## config.mk

```make
export PLATFORM = sky130hd
export DESIGN_NAME = mbpr_parser
export DESIGN_NICKNAME = d
export VERILOG_FILES = /design/src/verilog/mbpr_pkg.sv /design/src/verilog/mbpr_parser.sv
export VERILOG_INCLUDE_DIRS = /design/src /design/src/verilog
export SDC_FILE = /design/constraint.sdc
export NUM_CORES = 1
export LEC_CHECK = 0
export ABC_CLOCK_PERIOD_IN_PS = 2400
export BUFFER_PORTS_ARGS = -buffer_cell sky130_fd_sc_hd__buf_2
export CORE_MARGIN = 3
export CORE_UTILIZATION = 45
export CTS_CLUSTER_SIZE = 12
export DETAILED_ROUTE_END_ITERATION = 7
export PLACE_DENSITY = 0.68
export SYNTH_ARGS = -nofsm -noshare
export SYNTH_HDL_FRONTEND = slang
export SYNTH_SLANG_ARGS = --single-unit
```

## constraint.sdc

```tcl
create_clock -name aclk -period 2.4 [get_ports aclk]
set_input_delay 0 -clock aclk [delete_from_list [all_inputs] [get_ports aclk]]
set_output_delay 0 -clock aclk [all_outputs]
set_load 0.03 [all_outputs]
```

## src/verilog/mbpr_map.svh

```systemverilog
// Purpose: constants of the macroblock picture reference parser
// Assumes: byte addresses on a 32-bit AXI4-Lite bus
`ifndef MBPR_MAP_SVH
`define MBPR_MAP_SVH
`define MBPR_A_CTRL 8'h00
`define MBPR_A_BUFCNT 8'h04
`define MBPR_A_TRREG 8'h08
`define MBPR_A_TRTAB 8'h0C
`define MBPR_A_STATUS 8'h10
`define MBPR_A_DIST 8'h14
`define MBPR_A_MBCNT 8'h18
`define MBPR_C_TYPE 1:0
`define MBPR_C_SLICE 2
`define MBPR_C_UMV 3
`define MBPR_C_ADV 4
`define MBPR_C_TWO 5
`define MBPR_C_START 7
`define MBPR_T_KIND 2:0
`define MBPR_T_BMVD 3
`define MBPR_T_FWD 4
`define MBPR_T_BWD 5
`define MBPR_K_4V 3'h2
`define MBPR_K_4VQ 3'h5
`define MBPR_K_INTRA 3'h3
`define MBPR_K_INTRAQ 3'h4
`define MBPR_RESP_OK 2'h0
`define MBPR_RESP_ERR 2'h2
`endif

```

## src/verilog/mbpr_pkg.sv

```systemverilog
// Purpose: types of the macroblock picture reference parser
// Assumes: nothing
// Notes: state codes double as the expected-field code for the symbol source
package mbpr_pkg;
    typedef enum logic [3:0] {
        ST_COD = 4'h0, ST_PR0 = 4'h1, ST_TYPE = 4'h3, ST_PR = 4'h2,
        ST_XREF = 4'h6, ST_PRB = 4'h7, ST_BSEL = 4'h5, ST_EMUL = 4'h4,
        ST_DONE = 4'hC
    } mbpr_state_t;
    typedef enum logic [1:0] {PIC_P = 2'h0, PIC_PB = 2'h1, PIC_B = 2'h2, PIC_EP = 2'h3} mbpr_pic_t;
    typedef struct packed {
        logic valid;
        logic [7:0] value;
    } mbpr_sym_t;
    typedef struct packed {
        logic valid;
        logic skipped;
        logic zero_mv;
        logic err;
        logic bwd_sel;
        logic [3:0] bpart_ref;
        logic [3:0] fwd_slot;
        logic [15:0] refs;
    } mbpr_mb_t;
endpackage : mbpr_pkg

```

## src/verilog/mbpr_parser.sv

```systemverilog
// Purpose: macroblock picture reference parsing and reference selection
// Assumes: symbols arrive already variable-length decoded, on aclk
// Notes: expect tells the symbol source which field is taken next
`timescale 1ns/1ns
`default_nettype none
`include "mbpr_map.svh"
module mbpr_parser (
    // clock and reset
    input wire logic aclk,
    input wire logic aresetn,
    // axi4-lite write
    input wire logic [7:0] s_axi_awaddr,
    input wire logic s_axi_awvalid,
    output logic s_axi_awready,
    input wire logic [31:0] s_axi_wdata,
    input wire logic [3:0] s_axi_wstrb,
    input wire logic s_axi_wvalid,
    output logic s_axi_wready,
    output logic [1:0] s_axi_bresp,
    output logic s_axi_bvalid,
    input wire logic s_axi_bready,
    // axi4-lite read
    input wire logic [7:0] s_axi_araddr,
    input wire logic s_axi_arvalid,
    output logic s_axi_arready,
    output logic [31:0] s_axi_rdata,
    output logic [1:0] s_axi_rresp,
    output logic s_axi_rvalid,
    input wire logic s_axi_rready,
    // symbol stream
    input wire mbpr_pkg::mbpr_sym_t sym_in,
    output logic sym_ready,
    output logic [3:0] expect_field,
    // macroblock result and distances
    output mbpr_pkg::mbpr_mb_t mb_out,
    output logic [7:0] full_temporal_distance,
    output logic [7:0] bside_temporal_distance
);
    import mbpr_pkg::*;

    function automatic logic need_emul(input logic [7:0] v, input logic umv);
        need_emul = (v == 8'h01) && !umv;
    endfunction : need_emul

    function automatic logic [7:0] tr_diff(input logic [7:0] later, input logic [7:0] earlier);
        tr_diff = later - earlier;
    endfunction : tr_diff

    mbpr_state_t state;
    mbpr_state_t ret_state;
    mbpr_state_t after_pr;
    mbpr_state_t after_x;
    logic [7:0] ctrl;
    logic [3:0] buf_cnt;
    logic [7:0] tr_cur;
    logic [7:0] tr_prev;
    logic [7:0] tr_bpart;
    logic [7:0] tr_tab [0:15];
    logic pic_start;
    logic prev_one_noemul;
    logic [1:0] xcnt;
    logic [7:0] type_val;
    logic [15:0] mb_cnt;
    logic [7:0] err_cnt;
    logic take;
    logic [7:0] v;
    logic bpic;
    logic two_bwd;
    logic [3:0] bwd_cnt;
    logic [3:0] fwd_size;
    logic [3:0] fwd0;
    logic wr_go;
    mbpr_mb_t res;

    assign v = sym_in.value;
    assign bpic = ctrl[`MBPR_C_TYPE] == PIC_B || ctrl[`MBPR_C_TYPE] == PIC_EP;
    assign two_bwd = ctrl[`MBPR_C_TYPE] == PIC_B && ctrl[`MBPR_C_TWO];
    // backward set is the head of the picture-level order, rest is forward
    assign bwd_cnt = ctrl[`MBPR_C_TYPE] != PIC_B ? 4'h0 : (two_bwd ? 4'h2 : 4'h1);
    assign fwd_size = buf_cnt - bwd_cnt;
    assign fwd0 = bwd_cnt;
    assign sym_ready = state != ST_DONE && !pic_start;
    assign take = sym_in.valid && sym_ready;
    assign expect_field = state;

    always_comb begin
        if (bpic) begin
            after_pr = (type_val[`MBPR_T_BWD] && two_bwd) ? ST_BSEL : ST_DONE;
        end else if ((type_val[`MBPR_T_KIND] == `MBPR_K_4V || type_val[`MBPR_T_KIND] == `MBPR_K_4VQ)
                     && ctrl[`MBPR_C_ADV]) begin
            after_pr = ST_XREF;
        end else if (ctrl[`MBPR_C_TYPE] == PIC_PB && type_val[`MBPR_T_BMVD]) begin
            after_pr = ST_PRB;
        end else begin
            after_pr = ST_DONE;
        end
        after_x = (ctrl[`MBPR_C_TYPE] == PIC_PB && type_val[`MBPR_T_BMVD]) ? ST_PRB : ST_DONE;
    end

    // parse sequencing
    always_ff @(posedge aclk) begin
        if (!aresetn || pic_start) begin
            state <= ST_COD;
            ret_state <= ST_DONE;
            xcnt <= 2'h0;
            type_val <= 8'h00;
        end else begin
            case (state)
                ST_COD: if (take) begin
                    state <= v[0] ? ST_DONE : ST_PR0;
                end
                ST_PR0: if (take) begin
                    if (v == 8'h00) begin
                        state <= ST_TYPE;
                    end else if (v == 8'h01 && (ctrl[`MBPR_C_SLICE] || prev_one_noemul)) begin
                        state <= ST_EMUL;
                        ret_state <= ST_DONE;
                    end else begin
                        state <= ST_DONE;
                    end
                end
                ST_TYPE: if (take) begin
                    type_val <= v;
                    if (bpic) begin
                        if (v[`MBPR_T_FWD]) begin
                            state <= ST_PR;
                        end else if (v[`MBPR_T_BWD] && two_bwd) begin
                            state <= ST_BSEL;
                        end else begin
                            state <= ST_DONE;
                        end
                    end else if ((v[`MBPR_T_KIND] != `MBPR_K_INTRA && v[`MBPR_T_KIND] != `MBPR_K_INTRAQ)
                                 || ctrl[`MBPR_C_TYPE] == PIC_PB) begin
                        state <= ST_PR;
                    end else begin
                        state <= ST_DONE;
                    end
                end
                ST_PR: if (take) begin
                    xcnt <= 2'h0;
                    if (need_emul(v, ctrl[`MBPR_C_UMV])) begin
                        state <= ST_EMUL;
                        ret_state <= after_pr;
                    end else begin
                        state <= after_pr;
                    end
                end
                ST_XREF: if (take) begin
                    xcnt <= xcnt + 2'h1;
                    if (need_emul(v, ctrl[`MBPR_C_UMV])) begin
                        state <= ST_EMUL;
                        ret_state <= xcnt == 2'h2 ? after_x : ST_XREF;
                    end else if (xcnt == 2'h2) begin
                        state <= after_x;
                    end
                end
                ST_PRB: if (take) begin
                    if (need_emul(v, ctrl[`MBPR_C_UMV])) begin
                        state <= ST_EMUL;
                        ret_state <= ST_DONE;
                    end else begin
                        state <= ST_DONE;
                    end
                end
                ST_EMUL: if (take) begin
                    state <= ret_state;
                end
                ST_BSEL: if (take) begin
                    state <= ST_DONE;
                end
                ST_DONE: begin
                    state <= ST_COD;
                end
                default: begin
                    state <= ST_COD;
                end
            endcase
        end
    end

    // one-without-emulation-bit memory across adjacent macroblocks
    always_ff @(posedge aclk) begin
        if (!aresetn || pic_start) begin
            prev_one_noemul <= 1'b0;
        end else if (take && state == ST_COD && v[0]) begin
            prev_one_noemul <= 1'b0;
        end else if (take && state == ST_PR0) begin
            prev_one_noemul <= v == 8'h01 && !(ctrl[`MBPR_C_SLICE] || prev_one_noemul);
        end
    end

    // result of the macroblock under way
    always_ff @(posedge aclk) begin
        if (!aresetn || pic_start) begin
            res <= '0;
        end else if (take) begin
            case (state)
                ST_COD: begin
                    res <= '{fwd_slot: fwd0, default: '0};
                    res.skipped <= v[0];
                    res.zero_mv <= v[0];
                end
                ST_PR0: if (v != 8'h00) begin
                    res.zero_mv <= 1'b1;
                    res.refs <= {4{v[3:0]}};
                    res.fwd_slot <= v[3:0] + fwd0;
                    res.err <= v[3:0] >= fwd_size || v[7:4] != 4'h0;
                end
                ST_PR: begin
                    // whole macroblock, or block one and chroma when extras follow
                    res.refs <= {4{v[3:0]}};
                    res.fwd_slot <= v[3:0] + fwd0;
                    res.err <= res.err || v[3:0] >= fwd_size || v[7:4] != 4'h0;
                end
                ST_XREF: begin
                    res.refs[4 * (xcnt + 2'h1) +: 4] <= v[3:0];
                    res.err <= res.err || v[3:0] >= fwd_size || v[7:4] != 4'h0;
                end
                ST_PRB: begin
                    res.bpart_ref <= v[3:0];
                    res.err <= res.err || v[3:0] >= fwd_size || v[7:4] != 4'h0;
                end
                ST_EMUL: begin
                    res.err <= res.err || !v[0];
                end
                ST_BSEL: begin
                    res.bwd_sel <= v[0];
                    res.err <= res.err || v[7:1] != 7'h00;
                end
                default: begin
                    res.valid <= 1'b0;
                end
            endcase
        end
    end

    always_ff @(posedge aclk) begin
        if (!aresetn) begin
            mb_out <= '0;
            mb_cnt <= 16'h0000;
            err_cnt <= 8'h00;
        end else begin
            mb_out <= res;
            mb_out.valid <= state == ST_DONE;
            if (state == ST_DONE) begin
                mb_cnt <= mb_cnt + 16'h0001;
                err_cnt <= err_cnt + {7'h00, res.err};
            end
        end
    end

    // distances follow the picture-level table and tr_cur, or tr_cur, tr_prev and tr_bpart in pb pictures; slice remaps never touch it
    always_ff @(posedge aclk) begin
        if (!aresetn) begin
            full_temporal_distance <= 8'h00;
            bside_temporal_distance <= 8'h00;
        end else if (ctrl[`MBPR_C_TYPE] == PIC_PB) begin
            full_temporal_distance <= tr_diff(tr_cur, tr_prev);
            bside_temporal_distance <= tr_diff(tr_bpart, tr_prev);
        end else begin
            full_temporal_distance <= tr_diff(tr_tab[4'h0], tr_tab[fwd0]);
            bside_temporal_distance <= tr_diff(tr_cur, tr_tab[fwd0]);
        end
    end

    // axi4-lite slave: address and data are taken together, one write at a time
    assign wr_go = s_axi_awvalid && s_axi_wvalid && !s_axi_bvalid;
    assign s_axi_awready = wr_go;
    assign s_axi_wready = wr_go;
    assign s_axi_arready = !s_axi_rvalid;

    always_ff @(posedge aclk) begin
        if (!aresetn) begin
            ctrl <= 8'h00;
            buf_cnt <= 4'h0;
            tr_cur <= 8'h00;
            tr_prev <= 8'h00;
            tr_bpart <= 8'h00;
            pic_start <= 1'b0;
            s_axi_bvalid <= 1'b0;
            s_axi_bresp <= `MBPR_RESP_OK;
        end else begin
            pic_start <= wr_go && s_axi_awaddr == `MBPR_A_CTRL && s_axi_wstrb[0] && s_axi_wdata[`MBPR_C_START];
            if (s_axi_bvalid && s_axi_bready) begin
                s_axi_bvalid <= 1'b0;
            end
            if (wr_go) begin
                s_axi_bvalid <= 1'b1;
                s_axi_bresp <= `MBPR_RESP_OK;
                case (s_axi_awaddr)
                    `MBPR_A_CTRL: if (s_axi_wstrb[0]) begin
                        ctrl <= {1'b0, s_axi_wdata[6:0]};
                    end
                    `MBPR_A_BUFCNT: if (s_axi_wstrb[0]) begin
                        buf_cnt <= s_axi_wdata[3:0];
                    end
                    `MBPR_A_TRREG: begin
                        if (s_axi_wstrb[0]) tr_cur <= s_axi_wdata[7:0];
                        if (s_axi_wstrb[1]) tr_prev <= s_axi_wdata[15:8];
                        if (s_axi_wstrb[2]) tr_bpart <= s_axi_wdata[23:16];
                    end
                    `MBPR_A_TRTAB: begin
                        s_axi_bresp <= `MBPR_RESP_OK;
                    end
                    default: begin
                        s_axi_bresp <= `MBPR_RESP_ERR;
                    end
                endcase
            end
        end
    end

    // table of picture-level temporal references, index in bits 11:8
    always_ff @(posedge aclk) begin
        if (wr_go && s_axi_awaddr == `MBPR_A_TRTAB && s_axi_wstrb[0]) begin
            tr_tab[s_axi_wdata[11:8]] <= s_axi_wdata[7:0];
        end
    end

    always_ff @(posedge aclk) begin
        if (!aresetn) begin
            s_axi_rvalid <= 1'b0;
            s_axi_rdata <= 32'h00000000;
            s_axi_rresp <= `MBPR_RESP_OK;
        end else if (s_axi_rvalid) begin
            if (s_axi_rready) begin
                s_axi_rvalid <= 1'b0;
            end
        end else if (s_axi_arvalid) begin
            s_axi_rvalid <= 1'b1;
            s_axi_rresp <= `MBPR_RESP_OK;
            case (s_axi_araddr)
                `MBPR_A_CTRL: s_axi_rdata <= {24'h000000, ctrl};
                `MBPR_A_BUFCNT: s_axi_rdata <= {28'h0000000, buf_cnt};
                `MBPR_A_TRREG: s_axi_rdata <= {8'h00, tr_bpart, tr_prev, tr_cur};
                `MBPR_A_TRTAB: s_axi_rdata <= 32'h00000000;
                `MBPR_A_STATUS: s_axi_rdata <= {12'h000, state, err_cnt, 7'h00, prev_one_noemul};
                `MBPR_A_DIST: s_axi_rdata <= {16'h0000, bside_temporal_distance, full_temporal_distance};
                `MBPR_A_MBCNT: s_axi_rdata <= {16'h0000, mb_cnt};
                default: begin
                    s_axi_rdata <= 32'h00000000;
                    s_axi_rresp <= `MBPR_RESP_ERR;
                end
            endcase
        end
    end

    chk_skip_done: assert property (@(posedge aclk) disable iff (!aresetn)
        take && state == ST_COD && v[0] |=> state == ST_DONE ##1 mb_out.valid && mb_out.skipped)
        else $error("skipped macroblock did not finish");
    chk_zero_type: assert property (@(posedge aclk) disable iff (!aresetn)
        take && state == ST_PR0 && v == 8'h00 |=> state == ST_TYPE)
        else $error("type field not expected after zero parameter");
    chk_slice_emul: assert property (@(posedge aclk) disable iff (!aresetn)
        take && state == ST_PR0 && v == 8'h01 && ctrl[`MBPR_C_SLICE] |=> state == ST_EMUL)
        else $error("missing emulation bit in slice mode");
    chk_chain_emul: assert property (@(posedge aclk) disable iff (!aresetn)
        take && state == ST_PR0 && v == 8'h01 && !ctrl[`MBPR_C_SLICE] && !prev_one_noemul
        |=> state == ST_DONE && prev_one_noemul)
        else $error("emulation bit expected without cause");
    chk_skip_param: assert property (@(posedge aclk) disable iff (!aresetn || pic_start)
        take && state == ST_PR0 && v > 8'h01 |=> state == ST_DONE ##1 mb_out.valid && mb_out.zero_mv
        && mb_out.refs[3:0] == $past(v[3:0], 2))
        else $error("skip parameter not reported as reference");
    chk_ref_emul: assert property (@(posedge aclk) disable iff (!aresetn || pic_start)
        take && (state == ST_PR || state == ST_PRB) && v == 8'h01 |=> (state == ST_EMUL) == !$past(ctrl[3]))
        else $error("reference emulation bit mismatch");
    chk_xref_count: assert property (@(posedge aclk) disable iff (!aresetn || pic_start)
        state == ST_XREF && take && xcnt == 2'h2 |=> state != ST_XREF || ret_state != ST_XREF)
        else $error("more than three extra references");
    chk_pic_clear: assert property (@(posedge aclk) disable iff (!aresetn)
        pic_start |=> !prev_one_noemul && state == ST_COD)
        else $error("picture start did not clear parser");
    chk_range_err: assert property (@(posedge aclk) disable iff (!aresetn || pic_start)
        take && state == ST_PR && {4'h0, fwd_size} <= v |=> res.err)
        else $error("out of range reference not flagged");
    cov_skip: cover property (@(posedge aclk) take && state == ST_COD && v[0]);
    cov_four_vector: cover property (@(posedge aclk) state == ST_XREF ##1 state == ST_EMUL);
    cov_bpart: cover property (@(posedge aclk) state == ST_PRB && take);
    cov_bsel: cover property (@(posedge aclk) state == ST_BSEL && take && v[0]);
endmodule : mbpr_parser
`default_nettype wire

```

==> results by stage, run 1 <==
Placement:
- Once placement finished, the instance area stood at 0.01113 mm^2.
- At the end of routability-driven placement, the weighted congestion stood at 0.9733.
- The number of I/O port buffers is 139.
- The detailed placement HPWL is 20.77 mm.
- Prior to clock tree synthesis, the placed netlist has a worst setup slack of -0.08855 ns.

Synthesis:
- Among all cell types in the netlist, the one instantiated most often is dfxtp_1.
- Among all flip-flop cells after synthesis, the most frequent one is dfxtp_1.
- The synthesized design contains 24 enable-type register cells.
- The cell count after synthesis is 1105.
- The post-synthesis register bit count is 200.
- The synthesized design spends more area on one cell type than any other, namely dfxtp_1.
- After synthesis, the largest area contributor takes up 35.36% of total cell area.
- In the post-synthesis netlist, the biggest area contributors are dfxtp_1 (35%), edfxtp_1 (7.2%), ha_1 (5.4%).
- The synthesized netlist contains 66 unique library cells.
- The sequential element share of the synthesized area is 42.60%.
- After synthesis, the most frequently instantiated cells are dfxtp_1 (176), nand2_1 (119), nor2_1 (71).
- Of all flip-flops after synthesis, the portion carrying an async set or reset was 0%.
- The count of yosys warnings during synthesis is 0.
- The total standard cell area after synthesis is 0.009963 mm^2.
- The mean instance size in the synthesized netlist is 9.017 um^2.

Flow run:
- Max-cap violations in this run came to 0.

Drt:
- For this block, the initial DRC count from the detailed router was 902.
- The final route contains 8955 vias.
- In the routed layout, each cell is associated on average with a via count of 5.607.
- The count of antenna-violating nets left after detailed routing is 0.
- The average wire per cell in the routed design is 17.80 um.
- In the routed design, unresolved DRC markers number 0.
- The total length of routed wires is 28.42 mm.
- The number of search-and-repair iterations in the first detailed-routing pass is 6.

Timing:
- For the final database, setup skew stands at 0.01338 ns.
- The setup-violating endpoint count in the final report is 1.
- The smallest setup slack after layout is -0.01533 ns.
- The final count of pins violating max slew was 0.
- Setup repair after global routing could not meet its margin everywhere.
- The share of the clock period used by the worst path after layout is 100.6%.
- The worst pin sits at a relative slew slack of 18.96%.
- Based on the critical path, the design can be clocked at up to 414.0 MHz.
- At the pin with the least slew margin, the transition time is 1.213 ns.
- The count of endpoints failing hold in the final timing report is 0.
- The clock period minus worst slack is 2.415 ns.

GRT:
- Entering global routing, the biggest net connects 77 pins.
- The first global-routing pass estimated 44.88 mm of wire.
- The total congestion overflow is 0.
- The number of global-route vias before repair came to 8350.
- The total global routing track utilization is 23.41%.
- The number of antenna violations at the first check in global routing is 1.

Status:
- The run finished, with violations left.
- The final reports fail on negative setup slack.

Setup path:
- The data required time at the worst endpoint is 2.78 ns.
- Across all register-to-register paths, the minimum setup slack is -0.02 ns.
- The critical path arrival is 2.80 ns.
- The highest net fanout along the worst path is 6.
- The category of the worst setup path capture point is a register.
- The worst setup path is launched from a register.
- The critical path is of the reg2reg type.

Die:
- The count of standard-cell rows is 53.
- The initial utilization of the core area, before any placement, comes to 46.66%.
- From left edge to right edge, the die measures 154.8 um.
- The die covers 0.02396 mm^2.
- The chip height is 154.8 um.
- The top-level port count is 159.
- In this run the standard cell core region covers 0.02135 mm^2.

Power and ir drop:
- The ratio of total power to cell area is 575.2 mW/mm^2.
- The overall power is 7.133 mW.
- The worst voltage drop across the vdd grid is 0.4701 mV.
- The leakage power of the design is 4.954 nW.

Layout:
- Cells fill 58.07% of the core in the end.
- The filler cell count in the final layout is 1880.
- The area occupied by multi-input gates is 0.005415 mm^2.
- The net count of the finished layout is 1425.
- The finished cells cover 0.01240 mm^2.
- Compared with the post-synthesis result, the final layout area differs by 24.46%.
- Summing all flip-flop and latch instances after layout gives 0.004253 mm^2.
- The ratio of cells with drive above 1 in the final layout is 19.91%.

Worst hold path:
- The class of the worst hold path is in2reg.

Clocking:
- The H-tree was split into 4 levels.
- Clock-pin slew was measured on the worst setup and hold paths at 0.08 ns.
- The clock passes through at most 2 buffers.
- The sink count of the clock tree is 200.
- The number of buffers inserted during clock tree synthesis is 17.
- The clock latency on the worst-skew pair is 0.45 ns.
- The tree is rooted in a clkbuf_16.
- TritonCTS built the clock tree.
==> final cells by class <==
type / count / area share, %
Timing Repair Buffer: 245 / 13.28
Multi-Input combinational cell: 812 / 43.67
Sequential cell: 200 / 34.30
Clock inverter: 15 / 1.564
Tap cell: 275 / 2.775
Clock buffer: 17 / 3.431
Antenna cell: 1 / 0.02018
Inverter: 32 / 0.9686
==> sequential cells by signal (all words and copies together) (netlist names), 5 cells and up <==
signal,cells
bside_temporal_distance,8
ctrl,7
err_cnt,8
full_temporal_distance,8
mb_cnt,16
mb_out,29
res,28
s_axi_rdata,24
tr_bpart,8
tr_cur,8
tr_prev,8
tr_tab,24
type_val,5
==> metal layers <==
metal | vias to the layer above | track usage [%] | part of all wire (%)
li1 | 4332 | - | -
met1 | 4226 | 33.33 | 45
met2 | 351 | 37.17 | 46
met5 | - | 0 | 0
met4 | 0 | 6.392 | 1.8
met3 | 46 | 3.609 | 7.0
==> cells in the final DEF (no fill, tap or decap), drive strengths merged, types with 25 or more instances in the layout <==
master,instances
ha,43
nand3,50
nor3,25
nor2,71
dlygate4sd3,54
mux2i,39
a21oi,40
buf,191
dfxtp,176
and2,49
inv,41
nand2,119
a21boi,33
o21ai,49
nor2b,34
==> critical path, cell delays in order (launching register included) <==
cell      delay, ns
dfxtp_2        0.33
buf_4          0.16
nand3b_1       0.25
fa_2           0.59
inv_2          0.05
ha_4           0.24
nand2_1        0.04
o21ai_1        0.12
nand2_1        0.11
a211oi_2       0.23
a21oi_1        0.09
a21oi_1        0.15
==> power breakdown <==
part	switching [mW]	internal, mW
Combinational	0.453	0.263
Sequential	0.0386	3.43
Clock	1.51	1.44
==> kinds of logic after synthesis <==
family          count (synthesis)  synth area share, %
compound gates                239                16.48
xor+xnor                       36                3.165
fa+ha+maj                      49                6.606
buf+inv                       102                4.383
flops                         200                42.60
mux                            42                4.257
other cells                     1              0.03764
simple gates                  436                22.48
==> path summary, 6_finish.rpt <==
path,startpoint,to,cells past startpoint
worst max-delay path,ctrl[0],res[25],11
worst min register to register,res[19],res[19],2
worst min-delay path,s_axi_awaddr[0],s_axi_bresp[1],4
worst max register to register,ctrl[0],res[25],11
==> per-stage QoR <==
stage          hold WS, ns  setup TNS [ns]  instances
2_1_floorplan      0.07548               0       1114
3_3_place_gp        0.2512               0       1506
3_5_place_dp        0.2545         -0.1288       1506
4_1_cts            0.01028               0       1592
5_1_grt            0.05233         -0.1810       1597
6_report           0.01957        -0.01533       1597
==> what timing repair did <==
item | CTS | global route
resized for setup | 2 | 20
hold endpoints to repair | 70 | 0
setup buffers | 0 | 4
endpoints found under the setup margin | 4 | 23
pin swaps | 0 | 10
hold buffers | 54 | 0
Note: power is estimated with default switching activity, not from simulation.
==> run 2, diff against run 1 <==
--- a/config.mk
+++ b/config.mk
@@ -8,11 +8,12 @@
 export LEC_CHECK = 0
 export ABC_CLOCK_PERIOD_IN_PS = 2400
 export BUFFER_PORTS_ARGS = -buffer_cell sky130_fd_sc_hd__buf_2
+export CAP_MARGIN = 5
 export CORE_MARGIN = 3
 export CORE_UTILIZATION = 45
 export CTS_CLUSTER_SIZE = 12
 export DETAILED_ROUTE_END_ITERATION = 7
-export PLACE_DENSITY = 0.68
+export PLACE_DENSITY = 0.65
 export SYNTH_ARGS = -nofsm -noshare
 export SYNTH_HDL_FRONTEND = slang
 export SYNTH_SLANG_ARGS = --single-unit
==> results by stage, run 2 (synthesis gave the netlist of run 1 again) <==
Status:
- The run finished with clean final reports.

GRT:
- The number of antenna violations at the first check in global routing is 0.
- The first global-routing pass estimated 44.44 mm of wire.
- Global routing finished with a remaining overflow of 0.
- For this run, the total global-route usage over all layers was measured as 23.23%.
- The number of global-route vias before repair was 8327.
- The maximum number of pins on one net before global-route repair is 63.

Timing:
- Setup repair after global routing could not meet its margin everywhere.
- The final count of pins violating max slew came to 0.
- The worst path needs 2.364 ns of the cycle, external delays included.
- The final setup skew is 0.01197 ns.
- In this run the tightest slew margin relative to its limit is 23.25%.
- The setup-violating endpoint count in the final report is 0.
- At the pin with the least slew margin, the transition time is 1.149 ns.
- The count of endpoints failing hold in the final timing report is 0.
- In the finished design, the share of the clock period the worst path needs comes to 98.50%.
- Static timing analysis puts the maximum clock frequency at 423.0 MHz.

Placement:
- The congestion estimate from routability-driven global placement came to 0.9142.
- The detailed placement HPWL is 20.63 mm.
- Port buffering added 139 buffers.
- Once placement finished, the instance area stood at 0.01115 mm^2.

Drt:
- The routed layout has 8823 vias.
- After detailed routing, the number of remaining DRC violations is 0.
- The number of DRC markers after the initial detailed-route iteration is 667.
- The detail route stage leaves a number of antenna-violating nets equal to 0.
- The total length of routed wires is 27.88 mm.
- The first TritonRoute pass finished after 5 iterations.
- After detailed routing, the number of vias per cell comes to 5.532.
- The average wire per cell in the routed design is 17.48 um.

Power and ir drop:
- The net switching fraction of the power is 27.37%.
- Across the VDD grid, the largest voltage drop is 0.5018 mV.
- Summed over all cells, the static leakage comes to 4.923 nW.
- The clock network fraction of total power is 40.4%.
- The analysis attributes to net switching a power of 1.921 mW.
- The design draws 7.018 mW.
- Of the total power, registers draw 49.3%.
- Per report_power, the combinational group accounts for 10.3% of the total.
- The internal power is 5.097 mW.
- The ratio of total power to cell area is 570.2 mW/mm^2.

Die:
- The standard cell core area is 0.02135 mm^2.
- In this run the core area contains 53 standard-cell rows.
- In this run the horizontal extent of the chip is 154.8 um.
- The top-level port count is 159.
- From bottom edge to top edge, the die measures 154.8 um.
- The die covers 0.02396 mm^2.
- The initial utilization of the core area, before any placement, comes to 46.66%.

Clocking:
- In this run, CTS created clock tree buffers numbering 17.
- The number of buffers on the longest clock path is 2.
- The sink count of the clock tree is 200.
- The master cell of the clock root buffer is clkbuf_16.
- The clock latency on the worst-skew pair is 0.44 ns.
- TritonCTS built the clock tree.
- After clock tree synthesis, the clock-pin slew on the worst setup and hold paths is 0.08 ns.
- The number of levels the H-tree was split into is 4.

Layout:
- The finished cells cover 0.01231 mm^2.
- The area occupied by multi-input gates is 0.005383 mm^2.
- The top cell types in the final layout, fill and taps aside, are dfxtp_1 (172), buf_2 (138), nand2_1 (119).
- After filler insertion, the fill cell instance count of the layout stands at 1916.
- In the final layout, the registers with the most flip-flops are mb_out x29, res x28.
- Counting flops per register, the top entry is mb_out.
- The ratio of cells with drive above 1 in the final layout is 19.47%.
- The number of nets in the layout is 1424.
- Leaving out fill and tap cells, the most frequent cell in the layout is dfxtp_1.
- The core utilization of the finished layout is 57.65%.
- The number of flip-flops in the largest register is 29.
- Summing all flip-flop and latch instances after layout gives 0.004252 mm^2.
- The count of antenna diodes in the layout is 0.
- The area growth from synthesis to layout is 23.55%.

Setup path:
- The slowest stage of the critical path is the fa_2 cell.
- The setup path with the least slack is of type reg2reg.
- The critical path's top delay family is adder cells.
- The kind of start point of the critical path is a register.
- Walking the worst path, the cells encountered are nand2b_4 -> nor2_4 -> ha_1 -> inv_1 -> fa_2 -> inv_1 -> ha_1 -> nand2_1 -> o21ai_1 -> nand2_1 -> a211oi_2 -> a21oi_1 -> a21oi_1.
- For flop-to-flop paths, the worst setup slack is 0.04 ns.
- For the worst setup path, the data arrival time is 2.74 ns.
- The stage delay of the slowest cell on the critical path is 0.52 ns.
- The number of buffers and inverters on the critical path is 2.
- In this run the worst path has a maximum fanout of 2.
- The data required time at the worst endpoint is 2.77 ns.
- The worst setup path is captured at a register.

Worst hold path:
- The class of the worst hold path is in2reg.

Flow run:
- The number of max-capacitance violations reported is 0.
run 2: worst reg2reg max path, cell delays in order, from the launching register on:
cell	delay [ns]
dfxtp_1	0.32
nand2b_4	0.15
nor2_4	0.10
ha_1	0.14
inv_1	0.06
fa_2	0.53
inv_1	0.04
ha_1	0.26
nand2_1	0.04
o21ai_1	0.11
nand2_1	0.11
a211oi_2	0.20
a21oi_1	0.09
a21oi_1	0.14
run 2: final timing paths:
| path | startpoint | end | cells after the start |
|---|---|---|---|
| hold / removal | s_axi_araddr[5] | s_axi_rdata[0] | 5 |
| setup / recovery | ctrl[0] | res[25] | 13 |
| setup reg to reg | ctrl[0] | res[25] | 13 |
| hold reg to reg | res[18] | res[18] | 2 |
run 2: power by group through the flow:
stage / Sequential, mW / Combinational (mW) / Clock (mW)
finish: 3.46 / 0.720 / 2.84
detailed placement: 3.54 / 0.667 / 0
floorplan: 3.59 / 0.384 / 0
global placement: 3.54 / 0.664 / 0
CTS: 3.46 / 0.713 / 2.89
global route: 3.47 / 0.785 / 3.03
run 2: timing repair:
item | CTS | global route
gates resized for setup | 3 | 10
pin swaps | 2 | 0
buffers inserted | 2 | 0
hold buffers | 52 | 0
gates cloned | 0 | 1
endpoints found under the hold margin | 70 | 0
setup endpoints to repair | 4 | 16
run 2: final cells by class:
class                      count  share of cell area (%)
tap                          275                   2.795
multi-input combinational    812                   43.73
clock buffer                  17                   3.456
inverter                      32                  0.9758
timing repair buffer         244                   13.26
clock inverter                15                   1.240
sequential                   200                   34.54
run 2: routing by layer:
layer / wire length, um / GRT usage (%)
met1: 13270 / 33.33
met2: 12280 / 35.46
met3: 1782 / 4.701
met4: 549 / 6.939
met5: 0 / 0
run 2: per-stage QoR:
step,setup WS (ns),setup TNS (ns),instances,hold slack (ns)
5_1_grt,-0.1985,-0.3663,1595,0.03873
6_report,0.03596,0,1595,0.01178
4_1_cts,0.04092,0,1594,0.005664
3_3_place_gp,0.003377,0,1508,0.2490
2_1_floorplan,0.006805,0,1114,0.07548
3_5_place_dp,-0.08601,-0.09032,1508,0.2561
==> run 3, diff against run 2 <==
--- a/config.mk
+++ b/config.mk
@@ -6,13 +6,16 @@
 export SDC_FILE = /design/constraint.sdc
 export NUM_CORES = 1
 export LEC_CHECK = 0
+export ABC_AREA = 1
 export ABC_CLOCK_PERIOD_IN_PS = 2400
 export BUFFER_PORTS_ARGS = -buffer_cell sky130_fd_sc_hd__buf_2
 export CAP_MARGIN = 5
 export CORE_MARGIN = 3
 export CORE_UTILIZATION = 45
+export CTS_CLUSTER_DIAMETER = 80
 export CTS_CLUSTER_SIZE = 12
 export DETAILED_ROUTE_END_ITERATION = 7
+export GPL_TIMING_DRIVEN = 0
 export PLACE_DENSITY = 0.65
 export SYNTH_ARGS = -nofsm -noshare
 export SYNTH_HDL_FRONTEND = slang
==> results by stage, run 3 <==
Flow run:
- The number of max-capacitance violations reported is 0.

Synthesis:
- The dominant combinational cell family by area after synthesis is simple AND/OR/NAND/NOR gates.
- The portion of synthesized area spent on multiplexers is 0%.
- Sorting the synthesized cells by how often they occur yields nand2_1 (305), inv_1 (187), dfxtp_1 (176).
- The cell type with the largest total area after synthesis is dfxtp_1.
- The number of enable flip-flop cells after synthesis is 24.
- Summing the areas of all fa, ha and maj instances in the mapped netlist gives 6.427% of the synthesized area.
- The post-synthesis share of cell area spent on and, or, nand and nor gates is 24.27%.
- The dominant cell by count in the synthesized netlist is nand2_1.
- Of the synthesized area, sequential elements account for 41.45%.
- Synthesis inferred 200 register bits.
- The share of synthesized registers carrying an async set or reset is 0%.
- Of the total synthesized cell area, the portion taken by XOR and XNOR cells is 1.112%.
- The mean instance size in the synthesized netlist is 7.314 um^2.
- In the post-synthesis netlist, the biggest area contributors are dfxtp_1 (34%), nand2_1 (11%), edfxtp_1 (7.0%).
- The cell area that synthesis handed to floorplanning was 0.01024 mm^2.
- The dominant synthesized flop cell is dfxtp_1.
- The synthesized netlist contains 51 unique library cells.
- In this run the biggest area consumer among cell types represents 34.41% of the synthesized area.
- Synthesis handed over a netlist of 1400 instances.
- For this run, the number of Yosys warnings is 0.
- The synthesized netlist devotes 16.91% of its cell area to compound gates.

Timing:
- Headroom to the max-slew limit came out at 46.11%.
- The share of the clock period used by the worst path after layout is 99.54%.
- The final count of pins violating max slew came to 0.
- The worst hold margin is 0.006571 ns.
- The final setup skew is 0.01295 ns.
- The maximum operating frequency is 418.6 MHz.
- At the pin with the least slew margin, the transition time is 0.8084 ns.
- In the final timing run, aggregate negative setup slack is 0 ns.
- The clock period minus worst slack is 2.389 ns.
- Setup violations remaining at the end of the flow were counted as 0.
- The count of endpoints failing hold in the final timing report was 0.
- Setup repair after global routing could not meet its margin everywhere.
- The smallest setup slack after layout is 0.01115 ns.

Power and ir drop:
- The clock network fraction of total power is 40.0%.
- Combinational cells account for 12.0% of the total power.
- The leakage power of the design is 5.815 nW.
- Across the VDD grid, the largest voltage drop is 0.3709 mV.
- In this run the power spent charging and discharging nets is 2.099 mW.
- The ratio of total power to cell area is 576.2 mW/mm^2.
- The net switching fraction of the power is 28.45%.
- Registers are responsible for 48.0% of the overall power.
- The overall power is 7.376 mW.
- The internal power is 5.277 mW.

Clocking:
- The clock latency on the worst-skew pair is 0.45 ns.
- The number of levels the H-tree was split into is 4.
- The TritonCTS clock tree is yes.
- The root buffer cell chosen for the clock tree is clkbuf_16.
- The number of buffers on the longest clock path is 2.
- The clock-pin slew on the worst setup and hold paths is 0.08 ns.
- The sink count of the clock tree is 200.
- TritonCTS created 17 clock buffers.

Layout:
- From synthesis to final layout, the design area changed by 25.00%.
- The ratio of cells with drive above 1 in the final layout is 18.63%.
- 0 antenna diodes ended up in the layout.
- In the final layout, the registers with the most flip-flops are mb_out x29, res x28.
- The filler cell count in the final layout is 2113.
- Ranked by flip-flop count, first place goes to mb_out.
- The most frequent standard cell in the layout excluding fill and tap cells is nand2_1.
- The final instance area is 0.01280 mm^2.
- The number of nets in the layout is 1752.
- The register with the most flip-flops in the layout has 29 of them.
- Leaving out fill and tap cells, the most frequent cells in the layout are nand2_1 (303), inv_1 (179), dfxtp_1 (173).

Worst hold path:
- The class of the worst hold path is in2reg.

Setup path:
- For the worst setup path, the data arrival time is 2.73 ns.
- Data on the critical path is required at its endpoint by 2.74 ns.
- The kind of start point of the critical path is a register.
- The type of the worst setup path is reg2reg.
- The category of the worst setup path capture point is a register.
- The highest net fanout along the worst path is 7.

Placement:
- The worst setup timing slack at the placement stage is -0.7085 ns.
- The total placed instance area is 0.01132 mm^2.
- The detailed placement HPWL is 24.71 mm.
- The number of I/O port buffers is 139.
- The placer congestion estimate is 0.9538.

GRT:
- The total global routing track utilization is 26.27%.
- The global-route wire length before repair is 50.27 mm.
- Entering global routing, the biggest net connects 20 pins.
- The number of global-route vias before repair was 9417.
- The number of antenna violations at the first check in global routing came to 1.
- Summed over all layers, the global routing overflow is 0.

Die:
- For this design the top-level I/O count stands at 159.
- The standard cell core area is 0.02209 mm^2.
- The count of standard-cell rows is 54.
- Measured along the y axis, the die boundary spans 156.9 um.
- The chip width is 156.9 um.
- The die covers 0.02460 mm^2.
- Once the floorplan was initialized, standard cells occupied 46.35% of the core.

Drt:
- The post-detailed-route DRC marker count is 0.
- The first TritonRoute pass finished after 5 iterations.
- For this block, the initial DRC count from the detailed router was 870.
- The average wire per cell in the routed design is 16.88 um.
- Using the TritonRoute via totals, the vias-per-cell ratio works out to 5.273.
- The detail route stage leaves a number of antenna-violating nets equal to 0.
- The routed layout has 10170 vias.
- After detailed routing, the total wire length is 32.55 mm.

Status:
- The flow ran to the end, and the final reports show no timing, DRC or antenna violations.
run 3: cell types whose count changed in the layout (fill, tap and decap cells not counted), moves of 34 or more:
cell,before,now
nand2_1,119,303
inv_1,32,179
a21oi_1,35,128
o21ai_0,46,109
and2_1,49,5
nor2_1,70,113
mux2i_1,39,0
nor2b_1,34,0
run 3: power groups by stage:
stage	combinational, mW	sequential (mW)	clock (mW)
final	0.882	3.54	2.95
after floorplan	0.447	3.70	0
after global placement	0.810	3.62	0
after CTS	0.871	3.54	2.98
after global routing	0.964	3.55	3.12
after detailed placement	0.818	3.62	0
run 3: final timing paths:
check / start / end / slack (ns) / cells past startpoint
worst max-delay path: ctrl[0] / res[25] / 0.01 / 14
worst min-delay path: s_axi_wstrb[2] / tr_bpart[7] / 0.007 / 4
worst min register to register: res[12] / mb_out[12] / 0.42 / 2
worst max register to register: ctrl[0] / res[25] / 0.01 / 14
run 3: timing repair:
item / CTS / global route
hold buffers: 42 / 0
endpoints found under the hold margin: 66 / 0
gates resized for setup: 44 / 36
pin swaps: 14 / 18
setup buffers: 20 / 6
setup endpoints to repair: 15 / 32
run 3: layout make-up:
type                       count  area, um^2  area share, %
clock buffer                  19       442.9          3.460
tap                          280       350.3          2.737
buffer                        49       267.8          2.092
timing repair buffer         207        1311          10.24
multi-input combinational    963        5261          41.10
sequential                   200        4255          33.25
inverter                     197       758.2          5.924
clock inverter                13       152.6          1.193
run 3: stage by stage:
step	util (%)	std cells
final	57.93	1928
after floorplan	-	1409
after CTS	57.10	1922
after global routing	57.93	1928
after detailed placement	51.23	1828
after global placement	51.23	1828
run 3: kinds of logic after synthesis:
logic type | count (synthesis)
compound gates | 319
xor+xnor | 13
fa+ha+maj | 49
buf+inv | 246
flops | 200
other cells | 1
simple gates | 572
run 3: critical path, cell delays in order (launching register included):
cell and delay, ns:
dfxtp_4 0.36, inv_6 0.07, nand2_8 0.06, nor2_4 0.09, buf_6 0.15, clkinvlp_4 0.14, fa_1 0.50, inv_1 0.04
ha_1 0.26, o21ai_1 0.08, a21boi_1 0.08, o21ai_1 0.17, nand3_1 0.11, nand2_1 0.11, a21oi_1 0.06
run 3: per-layer routing:
layer	track usage (%)	share of wire, %
met1	34.57	43
met5	0	0.040
met2	45.20	48
met3	4.369	6.7
met4	6.169	2.0
